--- src/rtl/ptpts_pkg.sv ---
// Constants and carrier types for the per-port PTP timestamp register bank.
// How it works
// - Receive wire latency is a 16-bit writable nanosecond value, reset 415.
// - Transmit wire latency is a 16-bit writable nanosecond value, reset 45.
// - Asymmetry is sign and magnitude; bit 15 set means negative; resets zero.
// - Ingress Sync and Pdelay_Resp get the signed asymmetry added to correction.
// - Egress Delay_Req and Pdelay_Req get the signed asymmetry subtracted.
// - Request egress timestamp, 32 bits, shown as two read-only halves, reset zero.
// - Upper half of the last Sync egress timestamp is read-only.
// - Lower half of the Sync egress timestamp is a separate read-only register.
// - Upper half of the Pdelay_Resp egress timestamp is read-only, reset zero.
// - Lower half of the Pdelay_Resp timestamp sits two words after the upper.
// - Each capture sets a write-one-to-clear flag; flags OR into a port event.
// - A writable 32-bit link delay in nanoseconds describes the partner delay.
package ptpts_pkg;

    localparam int ADDR_W = 16;
    localparam int IDX_W  = 14;
    localparam int CF_W   = 64;

    // Register indices; the byte address on the bus is four times the index.
    localparam logic [IDX_W-1:0] IDX_RX_LAT    = 14'h0c00;
    localparam logic [IDX_W-1:0] IDX_TX_LAT    = 14'h0c02;
    localparam logic [IDX_W-1:0] IDX_ASYM      = 14'h0c04;
    localparam logic [IDX_W-1:0] IDX_REQ_HI    = 14'h0c08;
    localparam logic [IDX_W-1:0] IDX_REQ_LO    = 14'h0c0a;
    localparam logic [IDX_W-1:0] IDX_SYNC_HI   = 14'h0c0c;
    localparam logic [IDX_W-1:0] IDX_SYNC_LO   = 14'h0c0e;
    localparam logic [IDX_W-1:0] IDX_RESP_HI   = 14'h0c10;
    localparam logic [IDX_W-1:0] IDX_RESP_LO   = 14'h0c12;
    localparam logic [IDX_W-1:0] IDX_STATUS    = 14'h0c14;
    localparam logic [IDX_W-1:0] IDX_MASK      = 14'h0c16;
    localparam logic [IDX_W-1:0] IDX_LINK_DLY  = 14'h0c18;

    localparam logic [15:0] RX_LAT_RESET   = 16'h019f;
    localparam logic [15:0] TX_LAT_RESET   = 16'h002d;
    localparam logic [15:0] ASYM_RESET     = 16'h0000;
    localparam logic [15:0] TIME_RESET     = 16'h0000;
    localparam logic [15:0] FLAG_RESET     = 16'h0000;
    localparam logic [31:0] LINK_DLY_RESET = 32'h0000_0000;

    localparam int ASYM_SIGN_BIT = 15;
    localparam int ASYM_MAG_W    = 15;
    localparam int CF_FRAC_BITS  = 16;

    localparam int FLAG_SYNC = 15;
    localparam int FLAG_REQ  = 14;
    localparam int FLAG_RESP = 13;
    localparam logic [15:0] FLAG_MASK = 16'he000;

    localparam logic [3:0] MSG_SYNC        = 4'h0;
    localparam logic [3:0] MSG_DELAY_REQ   = 4'h1;
    localparam logic [3:0] MSG_PDELAY_REQ  = 4'h2;
    localparam logic [3:0] MSG_PDELAY_RESP = 4'h3;

    localparam logic [1:0] AXI_OKAY   = 2'h0;
    localparam logic [1:0] AXI_SLVERR = 2'h2;

    // One egress timestamp report from the transmit path.
    typedef struct packed {
        logic        valid;
        logic [3:0]  msg;
        logic [31:0] ns;
    } ptpts_stamp_t;

    // One correction field to adjust; cf is in nanoseconds scaled by 2^16.
    typedef struct packed {
        logic            valid;
        logic            egress;
        logic [3:0]      msg;
        logic [CF_W-1:0] cf;
    } ptpts_corr_t;

endpackage

--- src/rtl/ptpts_port_regs.sv ---
// Per-port PTP latency, asymmetry and egress timestamp registers behind AXI4-Lite.
//
// The AXI4-Lite register port is this design's own decision.
module ptpts_port_regs
    import ptpts_pkg::*;
(
    input  wire logic              i_clk,
    input  wire logic              i_rstn,
    input  wire logic [ADDR_W-1:0] i_s_axi_awaddr,
    input  wire logic              i_s_axi_awvalid,
    output wire logic              o_s_axi_awready,
    input  wire logic [31:0]       i_s_axi_wdata,
    input  wire logic [3:0]        i_s_axi_wstrb,
    input  wire logic              i_s_axi_wvalid,
    output wire logic              o_s_axi_wready,
    output wire logic [1:0]        o_s_axi_bresp,
    output wire logic              o_s_axi_bvalid,
    input  wire logic              i_s_axi_bready,
    input  wire logic [ADDR_W-1:0] i_s_axi_araddr,
    input  wire logic              i_s_axi_arvalid,
    output wire logic              o_s_axi_arready,
    output wire logic [31:0]       o_s_axi_rdata,
    output wire logic [1:0]        o_s_axi_rresp,
    output wire logic              o_s_axi_rvalid,
    input  wire logic              i_s_axi_rready,
    input  wire ptpts_stamp_t      i_stamp,
    input  wire ptpts_corr_t       i_corr,
    output wire ptpts_corr_t       o_corr,
    output wire logic [15:0]       o_rx_wire_latency,
    output wire logic [15:0]       o_tx_wire_latency,
    output wire logic [31:0]       o_link_delay,
    output wire logic              o_ts_event,
    output wire logic              o_irq
);

    function automatic logic [31:0] merge32(input logic [31:0] old_v,
                                            input logic [31:0] new_v,
                                            input logic [3:0]  strb);
        logic [31:0] res;
        res = old_v;
        for (int b = 0; b < 4; b++) begin
            if (strb[b]) begin
                res[b*8 +: 8] = new_v[b*8 +: 8];
            end
        end
        return res;
    endfunction

    // Write channel holding registers: address and data may arrive in either order.
    logic                 aw_have_reg;
    logic [IDX_W-1:0]     aw_idx_reg;
    logic                 w_have_reg;
    logic [31:0]          wdata_reg;
    logic [3:0]           wstrb_reg;
    logic                 bvalid_reg;
    logic [1:0]           bresp_reg;
    logic                 rvalid_reg;
    logic [1:0]           rresp_reg;
    logic [31:0]          rdata_reg;

    // Bank contents.
    logic [15:0]          rx_lat_reg;
    logic [15:0]          tx_lat_reg;
    logic [15:0]          asym_reg;
    logic [31:0]          req_time_reg;
    logic [31:0]          sync_time_reg;
    logic [31:0]          resp_time_reg;
    logic [15:0]          status_reg;
    logic [15:0]          status_next;
    logic [15:0]          mask_reg;
    logic [31:0]          link_dly_reg;
    ptpts_corr_t          corr_reg;

    assign o_s_axi_awready = !aw_have_reg && !bvalid_reg;
    assign o_s_axi_wready  = !w_have_reg && !bvalid_reg;
    assign o_s_axi_bvalid  = bvalid_reg;
    assign o_s_axi_bresp   = bresp_reg;
    assign o_s_axi_arready = !rvalid_reg;
    assign o_s_axi_rvalid  = rvalid_reg;
    assign o_s_axi_rresp   = rresp_reg;
    assign o_s_axi_rdata   = rdata_reg;

    wire aw_take  = i_s_axi_awvalid && o_s_axi_awready;
    wire w_take   = i_s_axi_wvalid && o_s_axi_wready;
    wire wr_fire  = aw_have_reg && w_have_reg && !bvalid_reg;
    wire ar_take  = i_s_axi_arvalid && o_s_axi_arready;

    // Write decode.
    wire wr_rx    = wr_fire && (aw_idx_reg == IDX_RX_LAT);
    wire wr_tx    = wr_fire && (aw_idx_reg == IDX_TX_LAT);
    wire wr_asym  = wr_fire && (aw_idx_reg == IDX_ASYM);
    wire wr_stat  = wr_fire && (aw_idx_reg == IDX_STATUS);
    wire wr_mask  = wr_fire && (aw_idx_reg == IDX_MASK);
    wire wr_link  = wr_fire && (aw_idx_reg == IDX_LINK_DLY);
    wire wr_ro    = (aw_idx_reg == IDX_REQ_HI) || (aw_idx_reg == IDX_REQ_LO)
                 || (aw_idx_reg == IDX_SYNC_HI) || (aw_idx_reg == IDX_SYNC_LO)
                 || (aw_idx_reg == IDX_RESP_HI) || (aw_idx_reg == IDX_RESP_LO);
    // Writes to read-only words are accepted and dropped, so they answer OKAY.
    wire wr_hit   = wr_ro || (aw_idx_reg == IDX_RX_LAT) || (aw_idx_reg == IDX_TX_LAT)
                 || (aw_idx_reg == IDX_ASYM) || (aw_idx_reg == IDX_STATUS)
                 || (aw_idx_reg == IDX_MASK) || (aw_idx_reg == IDX_LINK_DLY);
    wire [31:0] wr_merged_lo = merge32(32'h0000_0000, wdata_reg, wstrb_reg);

    // Read decode; narrow registers sit in the low bits and the rest read zero.
    wire [IDX_W-1:0] rd_idx = i_s_axi_araddr[ADDR_W-1:2];
    wire rd_rx    = (rd_idx == IDX_RX_LAT);
    wire rd_tx    = (rd_idx == IDX_TX_LAT);
    wire rd_asym  = (rd_idx == IDX_ASYM);
    wire rd_reqh  = (rd_idx == IDX_REQ_HI);
    wire rd_reql  = (rd_idx == IDX_REQ_LO);
    wire rd_synh  = (rd_idx == IDX_SYNC_HI);
    wire rd_synl  = (rd_idx == IDX_SYNC_LO);
    wire rd_resh  = (rd_idx == IDX_RESP_HI);
    wire rd_resl  = (rd_idx == IDX_RESP_LO);
    wire rd_stat  = (rd_idx == IDX_STATUS);
    wire rd_mask  = (rd_idx == IDX_MASK);
    wire rd_link  = (rd_idx == IDX_LINK_DLY);
    wire rd_hit   = rd_rx || rd_tx || rd_asym || rd_reqh || rd_reql || rd_synh
                 || rd_synl || rd_resh || rd_resl || rd_stat || rd_mask || rd_link;
    wire [15:0] rd_half = ({16{rd_rx}}   & rx_lat_reg)
                        | ({16{rd_tx}}   & tx_lat_reg)
                        | ({16{rd_asym}} & asym_reg)
                        | ({16{rd_reqh}} & req_time_reg[31:16])
                        | ({16{rd_reql}} & req_time_reg[15:0])
                        | ({16{rd_synh}} & sync_time_reg[31:16])
                        | ({16{rd_synl}} & sync_time_reg[15:0])
                        | ({16{rd_resh}} & resp_time_reg[31:16])
                        | ({16{rd_resl}} & resp_time_reg[15:0])
                        | ({16{rd_stat}} & status_reg)
                        | ({16{rd_mask}} & mask_reg);
    wire [31:0] rd_word = rd_link ? link_dly_reg : {16'h0000, rd_half};

    // Capture events from the transmit path.
    wire cap_sync = i_stamp.valid && (i_stamp.msg == MSG_SYNC);
    wire cap_req  = i_stamp.valid && ((i_stamp.msg == MSG_DELAY_REQ)
                                   || (i_stamp.msg == MSG_PDELAY_REQ));
    wire cap_resp = i_stamp.valid && (i_stamp.msg == MSG_PDELAY_RESP);

    wire [15:0] flag_set = ({15'h0000, cap_sync} << FLAG_SYNC)
                         | ({15'h0000, cap_req}  << FLAG_REQ)
                         | ({15'h0000, cap_resp} << FLAG_RESP);
    wire [15:0] flag_clr = wr_stat ? (wr_merged_lo[15:0] & FLAG_MASK) : 16'h0000;
    // A capture in the same cycle as a clear keeps its flag set.
    assign status_next = (status_reg & ~flag_clr) | flag_set;

    // Asymmetry scaled into correction-field units, signed by bit 15.
    wire [ASYM_MAG_W-1:0] asym_mag = asym_reg[ASYM_MAG_W-1:0];
    wire [CF_W-1:0] asym_scaled = {{(CF_W-ASYM_MAG_W-CF_FRAC_BITS){1'b0}}, asym_mag,
                                   {CF_FRAC_BITS{1'b0}}};
    wire [CF_W-1:0] asym_delta  = asym_reg[ASYM_SIGN_BIT] ? (~asym_scaled + 64'h0000_0000_0000_0001)
                                                          : asym_scaled;
    wire corr_add = !i_corr.egress && ((i_corr.msg == MSG_SYNC)
                                    || (i_corr.msg == MSG_PDELAY_RESP));
    wire corr_sub = i_corr.egress && ((i_corr.msg == MSG_DELAY_REQ)
                                   || (i_corr.msg == MSG_PDELAY_REQ));
    wire [CF_W-1:0] cf_next = corr_add ? (i_corr.cf + asym_delta)
                            : corr_sub ? (i_corr.cf - asym_delta)
                            : i_corr.cf;

    assign o_corr            = corr_reg;
    assign o_rx_wire_latency = rx_lat_reg;
    assign o_tx_wire_latency = tx_lat_reg;
    assign o_link_delay      = link_dly_reg;
    assign o_ts_event        = |status_reg;
    assign o_irq             = |(status_reg & mask_reg);

    always_ff @(posedge i_clk) begin
        if (!i_rstn) begin
            aw_have_reg <= 1'b0;
            aw_idx_reg  <= '0;
            w_have_reg  <= 1'b0;
            wdata_reg   <= 32'h0000_0000;
            wstrb_reg   <= 4'h0;
            bvalid_reg  <= 1'b0;
            bresp_reg   <= AXI_OKAY;
        end else begin
            if (aw_take) begin
                aw_have_reg <= 1'b1;
                aw_idx_reg  <= i_s_axi_awaddr[ADDR_W-1:2];
            end
            if (w_take) begin
                w_have_reg <= 1'b1;
                wdata_reg  <= i_s_axi_wdata;
                wstrb_reg  <= i_s_axi_wstrb;
            end
            if (wr_fire) begin
                aw_have_reg <= 1'b0;
                w_have_reg  <= 1'b0;
                bvalid_reg  <= 1'b1;
                bresp_reg   <= wr_hit ? AXI_OKAY : AXI_SLVERR;
            end else if (bvalid_reg && i_s_axi_bready) begin
                bvalid_reg <= 1'b0;
            end
        end
    end

    always_ff @(posedge i_clk) begin
        if (!i_rstn) begin
            rvalid_reg <= 1'b0;
            rresp_reg  <= AXI_OKAY;
            rdata_reg  <= 32'h0000_0000;
        end else if (ar_take) begin
            rvalid_reg <= 1'b1;
            rresp_reg  <= rd_hit ? AXI_OKAY : AXI_SLVERR;
            rdata_reg  <= rd_hit ? rd_word : 32'h0000_0000;
        end else if (rvalid_reg && i_s_axi_rready) begin
            rvalid_reg <= 1'b0;
        end
    end

    always_ff @(posedge i_clk) begin
        if (!i_rstn) begin
            rx_lat_reg   <= RX_LAT_RESET;
            tx_lat_reg   <= TX_LAT_RESET;
            asym_reg     <= ASYM_RESET;
            mask_reg     <= FLAG_RESET;
            link_dly_reg <= LINK_DLY_RESET;
        end else begin
            if (wr_rx) begin
                rx_lat_reg <= wr_merged_lo[15:0] | (rx_lat_reg & ~merge32(32'h0000_0000,
                              32'hffff_ffff, wstrb_reg)[15:0]);
            end
            if (wr_tx) begin
                tx_lat_reg <= merge32({16'h0000, tx_lat_reg}, wdata_reg, wstrb_reg)[15:0];
            end
            if (wr_asym) begin
                asym_reg <= merge32({16'h0000, asym_reg}, wdata_reg, wstrb_reg)[15:0];
            end
            if (wr_mask) begin
                mask_reg <= merge32({16'h0000, mask_reg}, wdata_reg, wstrb_reg)[15:0]
                            & FLAG_MASK;
            end
            if (wr_link) begin
                link_dly_reg <= merge32(link_dly_reg, wdata_reg, wstrb_reg);
            end
        end
    end

    // Whole 32-bit words are stored in one edge, so halves never mix frames.
    always_ff @(posedge i_clk) begin
        if (!i_rstn) begin
            req_time_reg  <= {TIME_RESET, TIME_RESET};
            sync_time_reg <= {TIME_RESET, TIME_RESET};
            resp_time_reg <= {TIME_RESET, TIME_RESET};
            status_reg    <= FLAG_RESET;
            corr_reg      <= '0;
        end else begin
            if (cap_req) begin
                req_time_reg <= i_stamp.ns;
            end
            if (cap_sync) begin
                sync_time_reg <= i_stamp.ns;
            end
            if (cap_resp) begin
                resp_time_reg <= i_stamp.ns;
            end
            status_reg      <= status_next;
            corr_reg.valid  <= i_corr.valid;
            corr_reg.egress <= i_corr.egress;
            corr_reg.msg    <= i_corr.msg;
            corr_reg.cf     <= cf_next;
        end
    end

    rx_reset_a: assert property (@(posedge i_clk) !i_rstn |=> rx_lat_reg == RX_LAT_RESET)
        else $error("Receive latency did not reset to 415.");
    tx_reset_a: assert property (@(posedge i_clk) !i_rstn |=> tx_lat_reg == TX_LAT_RESET)
        else $error("Transmit latency did not reset to 45.");
    asym_reset_a: assert property (@(posedge i_clk) !i_rstn |=> asym_reg == ASYM_RESET)
        else $error("Asymmetry did not reset to zero.");
    corr_add_a: assert property (@(posedge i_clk) disable iff (!i_rstn)
        (!i_corr.egress && i_corr.msg == MSG_SYNC && !wr_asym)
        |=> o_corr.cf == $past(i_corr.cf) + (asym_reg[ASYM_SIGN_BIT]
            ? -asym_scaled : asym_scaled))
        else $error("Ingress correction was not increased by the asymmetry.");
    corr_sub_a: assert property (@(posedge i_clk) disable iff (!i_rstn)
        (i_corr.egress && i_corr.msg == MSG_DELAY_REQ && !wr_asym)
        |=> o_corr.cf == $past(i_corr.cf) - (asym_reg[ASYM_SIGN_BIT]
            ? -asym_scaled : asym_scaled))
        else $error("Egress correction was not reduced by the asymmetry.");
    req_capture_a: assert property (@(posedge i_clk) disable iff (!i_rstn)
        cap_req |=> req_time_reg == $past(i_stamp.ns) && status_reg[FLAG_REQ])
        else $error("Request timestamp or flag was not captured.");
    sync_capture_a: assert property (@(posedge i_clk) disable iff (!i_rstn)
        cap_sync |=> sync_time_reg == $past(i_stamp.ns) && status_reg[FLAG_SYNC])
        else $error("Sync timestamp or flag was not captured.");
    resp_capture_a: assert property (@(posedge i_clk) disable iff (!i_rstn)
        cap_resp |=> resp_time_reg == $past(i_stamp.ns) && status_reg[FLAG_RESP])
        else $error("Peer response timestamp or flag was not captured.");
    flag_event_a: assert property (@(posedge i_clk) disable iff (!i_rstn)
        (status_reg[FLAG_SYNC] && !wr_stat) |=> status_reg[FLAG_SYNC] && o_ts_event)
        else $error("Sync flag dropped without a clear.");
    link_write_a: assert property (@(posedge i_clk) disable iff (!i_rstn)
        (wr_link && wstrb_reg == 4'hf) |=> link_dly_reg == $past(wdata_reg))
        else $error("Link delay write was not stored.");
    halves_same_a: assert property (@(posedge i_clk) disable iff (!i_rstn)
        $changed(sync_time_reg[15:0]) |-> $past(cap_sync))
        else $error("Sync low half changed without a capture.");

endmodule

--- config.mk ---
export PLATFORM = sky130hd
export DESIGN_NAME = ptpts_port_regs
export DESIGN_NICKNAME = d
export VERILOG_FILES = /design/src/rtl/ptpts_pkg.sv /design/src/rtl/ptpts_port_regs.sv
export SDC_FILE = /design/constraint.sdc
export NUM_CORES = 1
export LEC_CHECK = 0
export BUFFER_PORTS_ARGS = -buffer_cell sky130_fd_sc_hd__buf_2
export CAP_MARGIN = 20
export CORE_AREA = 5 5 232 234
export CTS_CLUSTER_SIZE = 30
export DETAILED_ROUTE_END_ITERATION = 10
export DIE_AREA = 0 0 237 239
export HOLD_SLACK_MARGIN = 0.08
export PLACE_DENSITY = 0.57
export SETUP_SLACK_MARGIN = 0.3
export SLEW_MARGIN = 20
export SYNTH_ARGS = -nofsm -noshare
export SYNTH_HDL_FRONTEND = slang
export SYNTH_SLANG_ARGS = --single-unit
--- constraint.sdc ---
create_clock -name i_clk -period 6.3 [get_ports i_clk]
set_input_delay 0.315 -clock i_clk [delete_from_list [all_inputs] [get_ports i_clk]]
set_output_delay 0.315 -clock i_clk [all_outputs]
set_load 0.005 [all_outputs]
Word level (Yosys, flattened, before mapping)

Index checks and enable logic that the tools add are counted.

Register bits after elaboration: 355
Bits in latches: 0
Memory bits (writable): 0
Bits in read-only memories: 0
Bits of input ports: 182
Output and inout port bits: 177
Memories kept: 0

Add/sub/neg operators: 3
$mul: 0
Div/mod/pow operators: 0
$lt $le $gt $ge: 0
Equality and inequality tests: 30
Shift operators: 0
Multiplexer cells: 20
Bitwise operators: 32
Reduce and logical (&&, ||, !) cells: 66

Operator list:

| operator              | number |
|---|---|
| $eq 14x12->1 const B  | 24 |
| $and 16x16->16        | 14 |
| $mux 64               | 3 |
| $or 16x16->16         | 12 |
| $add 64x1->64 const B | 1 |
| $add 64x64->64        | 1 |
| $mux 32               | 2 |
| $mux 8                | 8 |
| $not 31->64           | 1 |
| $sub 64x64->64        | 1 |
| $not 16->16           | 2 |
| $reduce_or 16->1      | 2 |
| $logic_or 1x1->1      | 25 |
| $logic_and 1x1->1     | 20 |
| $reduce_and 2->1      | 9 |
| $eq 4x2->1 const B    | 4 |
| $mux 16               | 1 |
| $or 16x14->16         | 1 |
| $or 16x15->16         | 1 |
| $eq 4x1->1 const B    | 2 |
| $logic_not 4->1       | 2 |
| $logic_not 1->1       | 5 |
| $mux 1                | 4 |
| $mux 2                | 2 |
| 3 further kinds       | 4 |

Longest topological paths before layout

Word-level depth: 14
Depth in mapped cells: 22

Worst setup path before layout

Ideal clock, no wire load.

Kind: reg2reg
Start point: reg asym_reg[7]
End point: reg corr_reg (netlist bit o_corr[58])
Setup time: 103 ps
Data arrival time: 4486 ps
Required time: 6197 ps
Setup slack: 1711 ps
Cell stages (with the launch flop): 17
Period minus slack after synthesis: 4589 ps
Cells stage by stage: dfxtp_1 or3_1 or4_1 or2_1 buf_2 o31ai_1 ha_1 inv_2 o31ai_2 a21oi_1 or4_1 o21bai_1 o21ai_1 o311ai_4 nand4_1 mux2i_1 a2111oi_2

Word-level cells in the longest chain between the ends: 6

RTL lines:

| item                   | line                   | RTL |
|---|---|---|
| start, declared        | ptpts_port_regs.sv:64  | `logic [15:0] asym_reg;` |
| start signal, assigned | ptpts_port_regs.sv:227 | `asym_reg <= merge32({16'h0000, asym_reg}, wdata_reg, wstrb_reg)[15:0];` |
| $not 31->64            | ptpts_port_regs.sv:150 | `wire [CF_W-1:0] asym_delta = asym_reg[ASYM_SIGN_BIT] ? (~asym_scaled + 64'h0000_0000_0000_0001)` |
| $add 64x1->64          | ptpts_port_regs.sv:150 |  |
| $mux 64 *              | ptpts_port_regs.sv:150 |  |
| $sub 64x64->64         | ptpts_port_regs.sv:157 | `: corr_sub ? (i_corr.cf - asym_delta)` |
| $mux 64                | ptpts_port_regs.sv:157 |  |
| $mux 64 *              | ptpts_port_regs.sv:156 | `wire [CF_W-1:0] cf_next = corr_add ? (i_corr.cf + asym_delta)` |
| end, declared          | ptpts_port_regs.sv:72  | `ptpts_corr_t corr_reg;` |

Every way passes the cells marked *; elsewhere a longest branch is shown, timed or not.
A chain may end at the register's enable or synchronous reset.

Final worst setup path

Start point: reg asym_reg[8]
End point: reg corr_reg (netlist bit o_corr[52])

The elaborated chain is that of the path after synthesis.

==> summary.md <==
| Metric | Value |
|---|---|
| Nets@finish | 3108 |
| Post-route design area | approximately 25000 um2 |
| Total buffers and inverters traversed by the critical path | 0 |
| Setup_tns | 0 ps |
| Element type at the critical path end | flop |
| Antenna-violating nets left | 0 |
| Die area | ~57000 um2 |
| Number of warnings reported in the yosys synthesis log | 0 |
| PwrDens | 220.0 nW/um2 |
| Largest net degree at the start of global routing | 210 |
| Worst vdd rail ir drop | 0.0001975 V |
| Clk buf depth | 3 |
| Crit path launch type | flop |
| Average cell area after synthesis | slightly above 8 um2 |
| Skew final | around 16 ps |
| Detailed Route Iter0 Violations | 1677 |
| WL final | 81.00 mm |
| Worst hold path class | in -> reg |
| Ratio of final minimum period to clock period | 0.8916 |
| Worst hold stages | 3 |
| Die height | 239 um |
| Worst path required time | roughly 6700 ps |
| Post-synthesis cell area | approximately 20000 um2 |
| Worst EP arrival | 6040 ps |
| Clock buffers created by TritonCTS | 40 |
| Number of gates given a new drive strength after cts | 0 |
| Setup violators final | 0 |
| Number of hold violations in the final report | 0 |
| Outcome | complete, no violations |
| Routed wire length per instance | approximately 23 um |
| Fillers | just over 5000 |
| Initial antenna violation count | 3 |
| Initial core utilization | 0.3837 |
| Flip-flop count of the largest register after layout | 70 |
| Number of max-slew violations in the final report | 0 |
| Worst setup path category | reg -> reg |
| Slowest library cell on the worst path | sky130_fd_sc_hd__a2111oi_2 |
| Gate count of the mapped netlist | 2456 |
| Highest net fanout along the worst path | 14 |
| Sinks on the clock net | 340 |
| RSZ-0062 raised after global routing | false |
| Worst stage delay on the critical path | roughly 470 ps |
| Number of search-and-repair iterations in the first detailed-routing pass | 5 |
| Insertion delay of the later-clocked pin in the worst-skew pair | approximately 570 ps |
| Area growth, synth to finish | 23.53% |
| Prevailing post-synth register cell | sky130_fd_sc_hd__dfxtp_1 |
| Register-to-Register Path Depth | 17 |
| Timing-limited maximum frequency | 178.0 MHz |
| Standard cell area after detailed placement | around 22000 um2 |
| Number of core rows | 84 |
| Hpwl dp | between 50 and 60 mm |
| Total Routing Usage GR | 0.2704 |
| Ports | 359 |
| Setup fix buffers added after clock tree synthesis | 0 |
| Clock transition at the registers of the reported paths | 60 ps |
| MaxCap Viol Count | 0 |
| Die Wd | roughly 240 um |
| Grt total ovfl | 0 |
| Hold_buf cts | 110 |
| Post-synthesis sequential element count | 340 |
| Beginning of the worst register-to-register path | asym_reg[8] |
| DR DRC count | 0 |
| Placer congestion estimate | ~0.96 |
| Source of the worst hold timing path | i_corr[27] |
| Min Tclk post-route | around 5600 ps |
| Crit path max-delay family | simple AND/OR/NAND/NOR gates |
| Share of the yosys chip area belonging to registers | 0.3424 |
| Number of unique standard cell types used by synthesis | 99 |
| Ordered list of cells on the worst path | or3_1 > or4_1 > or2_1 > nor2_1 > ha_1 > nand2_1 > o21ai_0 > ha_1 > nor2b_2 > a211oi_1 > nand3_1 > a2111oi_2 > nor3_1 > o21ai_1 > o211ai_1 > xnor2_1 > a221oi_1 |
| Most numerous cell on the critical path | sky130_fd_sc_hd__ha_1 |
| Number of vias after detailed routing | 20170 |
| Via count normalized by instance count | between 5 and 6 |
| Clock root buffer | sky130_fd_sc_hd__clkbuf_16 |
| Slew HR | 0.2693 |
| Beginning of the critical path | asym_reg[8] |
| IO buf count | ~350 |
| First-pass GRT wire length | between 100 and 150 mm |
| Crit path depth | 17 |
| TritonCTS clock tree | built |
| Async S/R FF share, synth | 0 |
| Via count of the first global-routing pass | a little under 20000 |
| Static leakage | ~0.011 uW |
| Core outline area | approximately 52000 um2 |
| H-tree depth | 2 |
| Slew at the pin closest to its max-slew limit | 1095 ps |
| Number of enable flip-flop cells after synthesis | 0 |
| Fraction of final layout cells sized beyond drive strength 1 | 0.1781 |
==> layer usage <==
layer,part of all wire,GRT usage,vias up
met2,0.48,0.4629,747
met1,0.42,0.3470,9765
met3,0.066,0.04892,148
li1,-,-,9504
met5,0.00016,0,-
met4,0.034,0.08711,2
==> placed cells by master (no fill, tap or decap), types with 33 or more instances in the layout <==
cell type / n
sky130_fd_sc_hd__ha_1: 98
sky130_fd_sc_hd__nand3_1: 47
sky130_fd_sc_hd__inv_1: 85
sky130_fd_sc_hd__nand2_1: 426
sky130_fd_sc_hd__dfxtp_1: 340
sky130_fd_sc_hd__dlygate4sd3_1: 110
sky130_fd_sc_hd__buf_2: 351
sky130_fd_sc_hd__clkbuf_16: 41
sky130_fd_sc_hd__nor2_1: 95
sky130_fd_sc_hd__a21boi_0: 176
sky130_fd_sc_hd__a22oi_1: 33
sky130_fd_sc_hd__o21ai_0: 127
sky130_fd_sc_hd__a21oi_1: 173
sky130_fd_sc_hd__nor2b_1: 94
sky130_fd_sc_hd__mux2i_1: 107
==> where the power goes <==
group	switching (uW)	internal (uW)	total (uW)
clock	985	1480	2470
sequential	43.5	2220	2260
combinational	405	271	676
==> worst register-to-register path: stages (launching register included) <==
cell and delay, ps:
sky130_fd_sc_hd__dfxtp_1 360, sky130_fd_sc_hd__or3_1 400, sky130_fd_sc_hd__or4_1 420, sky130_fd_sc_hd__or2_1 450, sky130_fd_sc_hd__nor2_1 200, sky130_fd_sc_hd__ha_1 240
sky130_fd_sc_hd__nand2_1 70, sky130_fd_sc_hd__o21ai_0 130, sky130_fd_sc_hd__ha_1 460, sky130_fd_sc_hd__nor2b_2 250, sky130_fd_sc_hd__a211oi_1 370, sky130_fd_sc_hd__nand3_1 160
sky130_fd_sc_hd__a2111oi_2 470, sky130_fd_sc_hd__nor3_1 180, sky130_fd_sc_hd__o21ai_1 310, sky130_fd_sc_hd__o211ai_1 350, sky130_fd_sc_hd__xnor2_1 230, sky130_fd_sc_hd__a221oi_1 440
==> synth_stat cells (all sizes together) (4+ instances only) <==
cell type,instances,share of area
o221ai,29,0.013
a311oi,8,0.0035
xor2,4,0.0018
ha,98,0.062
nor2b,97,0.031
or2,8,0.0025
clkbuf,133,0.026
mux2i,107,0.054
nor4,16,0.0053
a2111oi,7,0.0047
a211o,6,0.0026
nand2b,13,0.0041
nor3b,6,0.0025
o21bai,30,0.012
xnor2,21,0.0093
or4,5,0.0020
or3,14,0.0045
nand2,426,0.080
o21ai,131,0.034
nor2,99,0.019
o211ai,17,0.0064
o31ai,28,0.012
o21a,5,0.0023
nand3,48,0.012
a211oi,14,0.0053
a22oi,33,0.012
nor3,37,0.010
o22ai,10,0.0031
nand3b,6,0.0023
o2111ai,6,0.0026
a22o,9,0.0040
and2,33,0.011
a21oi,178,0.046
inv,87,0.016
dfxtp,340,0.34
buf,28,0.010
a21boi,177,0.067
nand4,21,0.0066
a221o,27,0.014
a31oi,6,0.0022
o311ai,5,0.0031
a221oi,21,0.0099
a21o,25,0.0094
==> per-stage QoR <==
step | hold WS (ps) | total power (uW) | util | setup WS (ps) | std cells
after CTS | 87.15 | 5452 | 0.4739 | 763.6 | 3546
after global routing | 91.29 | 5609 | 0.4739 | 478.4 | 3547
after floorplan | 436.7 | 2657 | - | 1711 | 2457
final | 114.3 | 5402 | 0.4739 | 682.8 | 3547
after detailed placement | 455.8 | 2921 | 0.4255 | 792.7 | 3363
after global placement | 448.8 | 2917 | 0.4254 | 853.0 | 3363
==> cell families after synthesis <==
logic type / after synthesis / synth area share
AO/OA/AOI/OAI: 794 / 0.2788
XOR/XNOR: 25 / 0.01101
adder cells (fa/ha/maj): 99 / 0.06269
buffers and inverters: 250 / 0.05331
flip-flops: 340 / 0.3424
multiplexers: 109 / 0.05520
other: 1 / 0.0001886
AND/OR/NAND/NOR: 838 / 0.1964
==> layout make-up <==
type / instances / area (um2) / share of cell area
Clock buffer: 56 / 1182 / 0.04815
Inverter: 89 / 334.1 / 0.01360
Sequential cell: 340 / 6807 / 0.2772
Antenna cell: 1 / 2.502 / 0.0001019
Clock inverter: 17 / 224.0 / 0.009120
Tap cell: 688 / 860.8 / 0.03505
Multi-Input combinational cell: 1867 / 12060 / 0.4912
Timing Repair Buffer: 489 / 3084 / 0.1256
==> final timing paths <==
path / to / slack (ps)
hold reg to reg: o_s_axi_rdata[22] / 460
setup / recovery: o_corr[52] / 680
hold / removal: o_corr[27] / 110
setup reg to reg: o_corr[52] / 680
(Power assumes the default switching activity.)
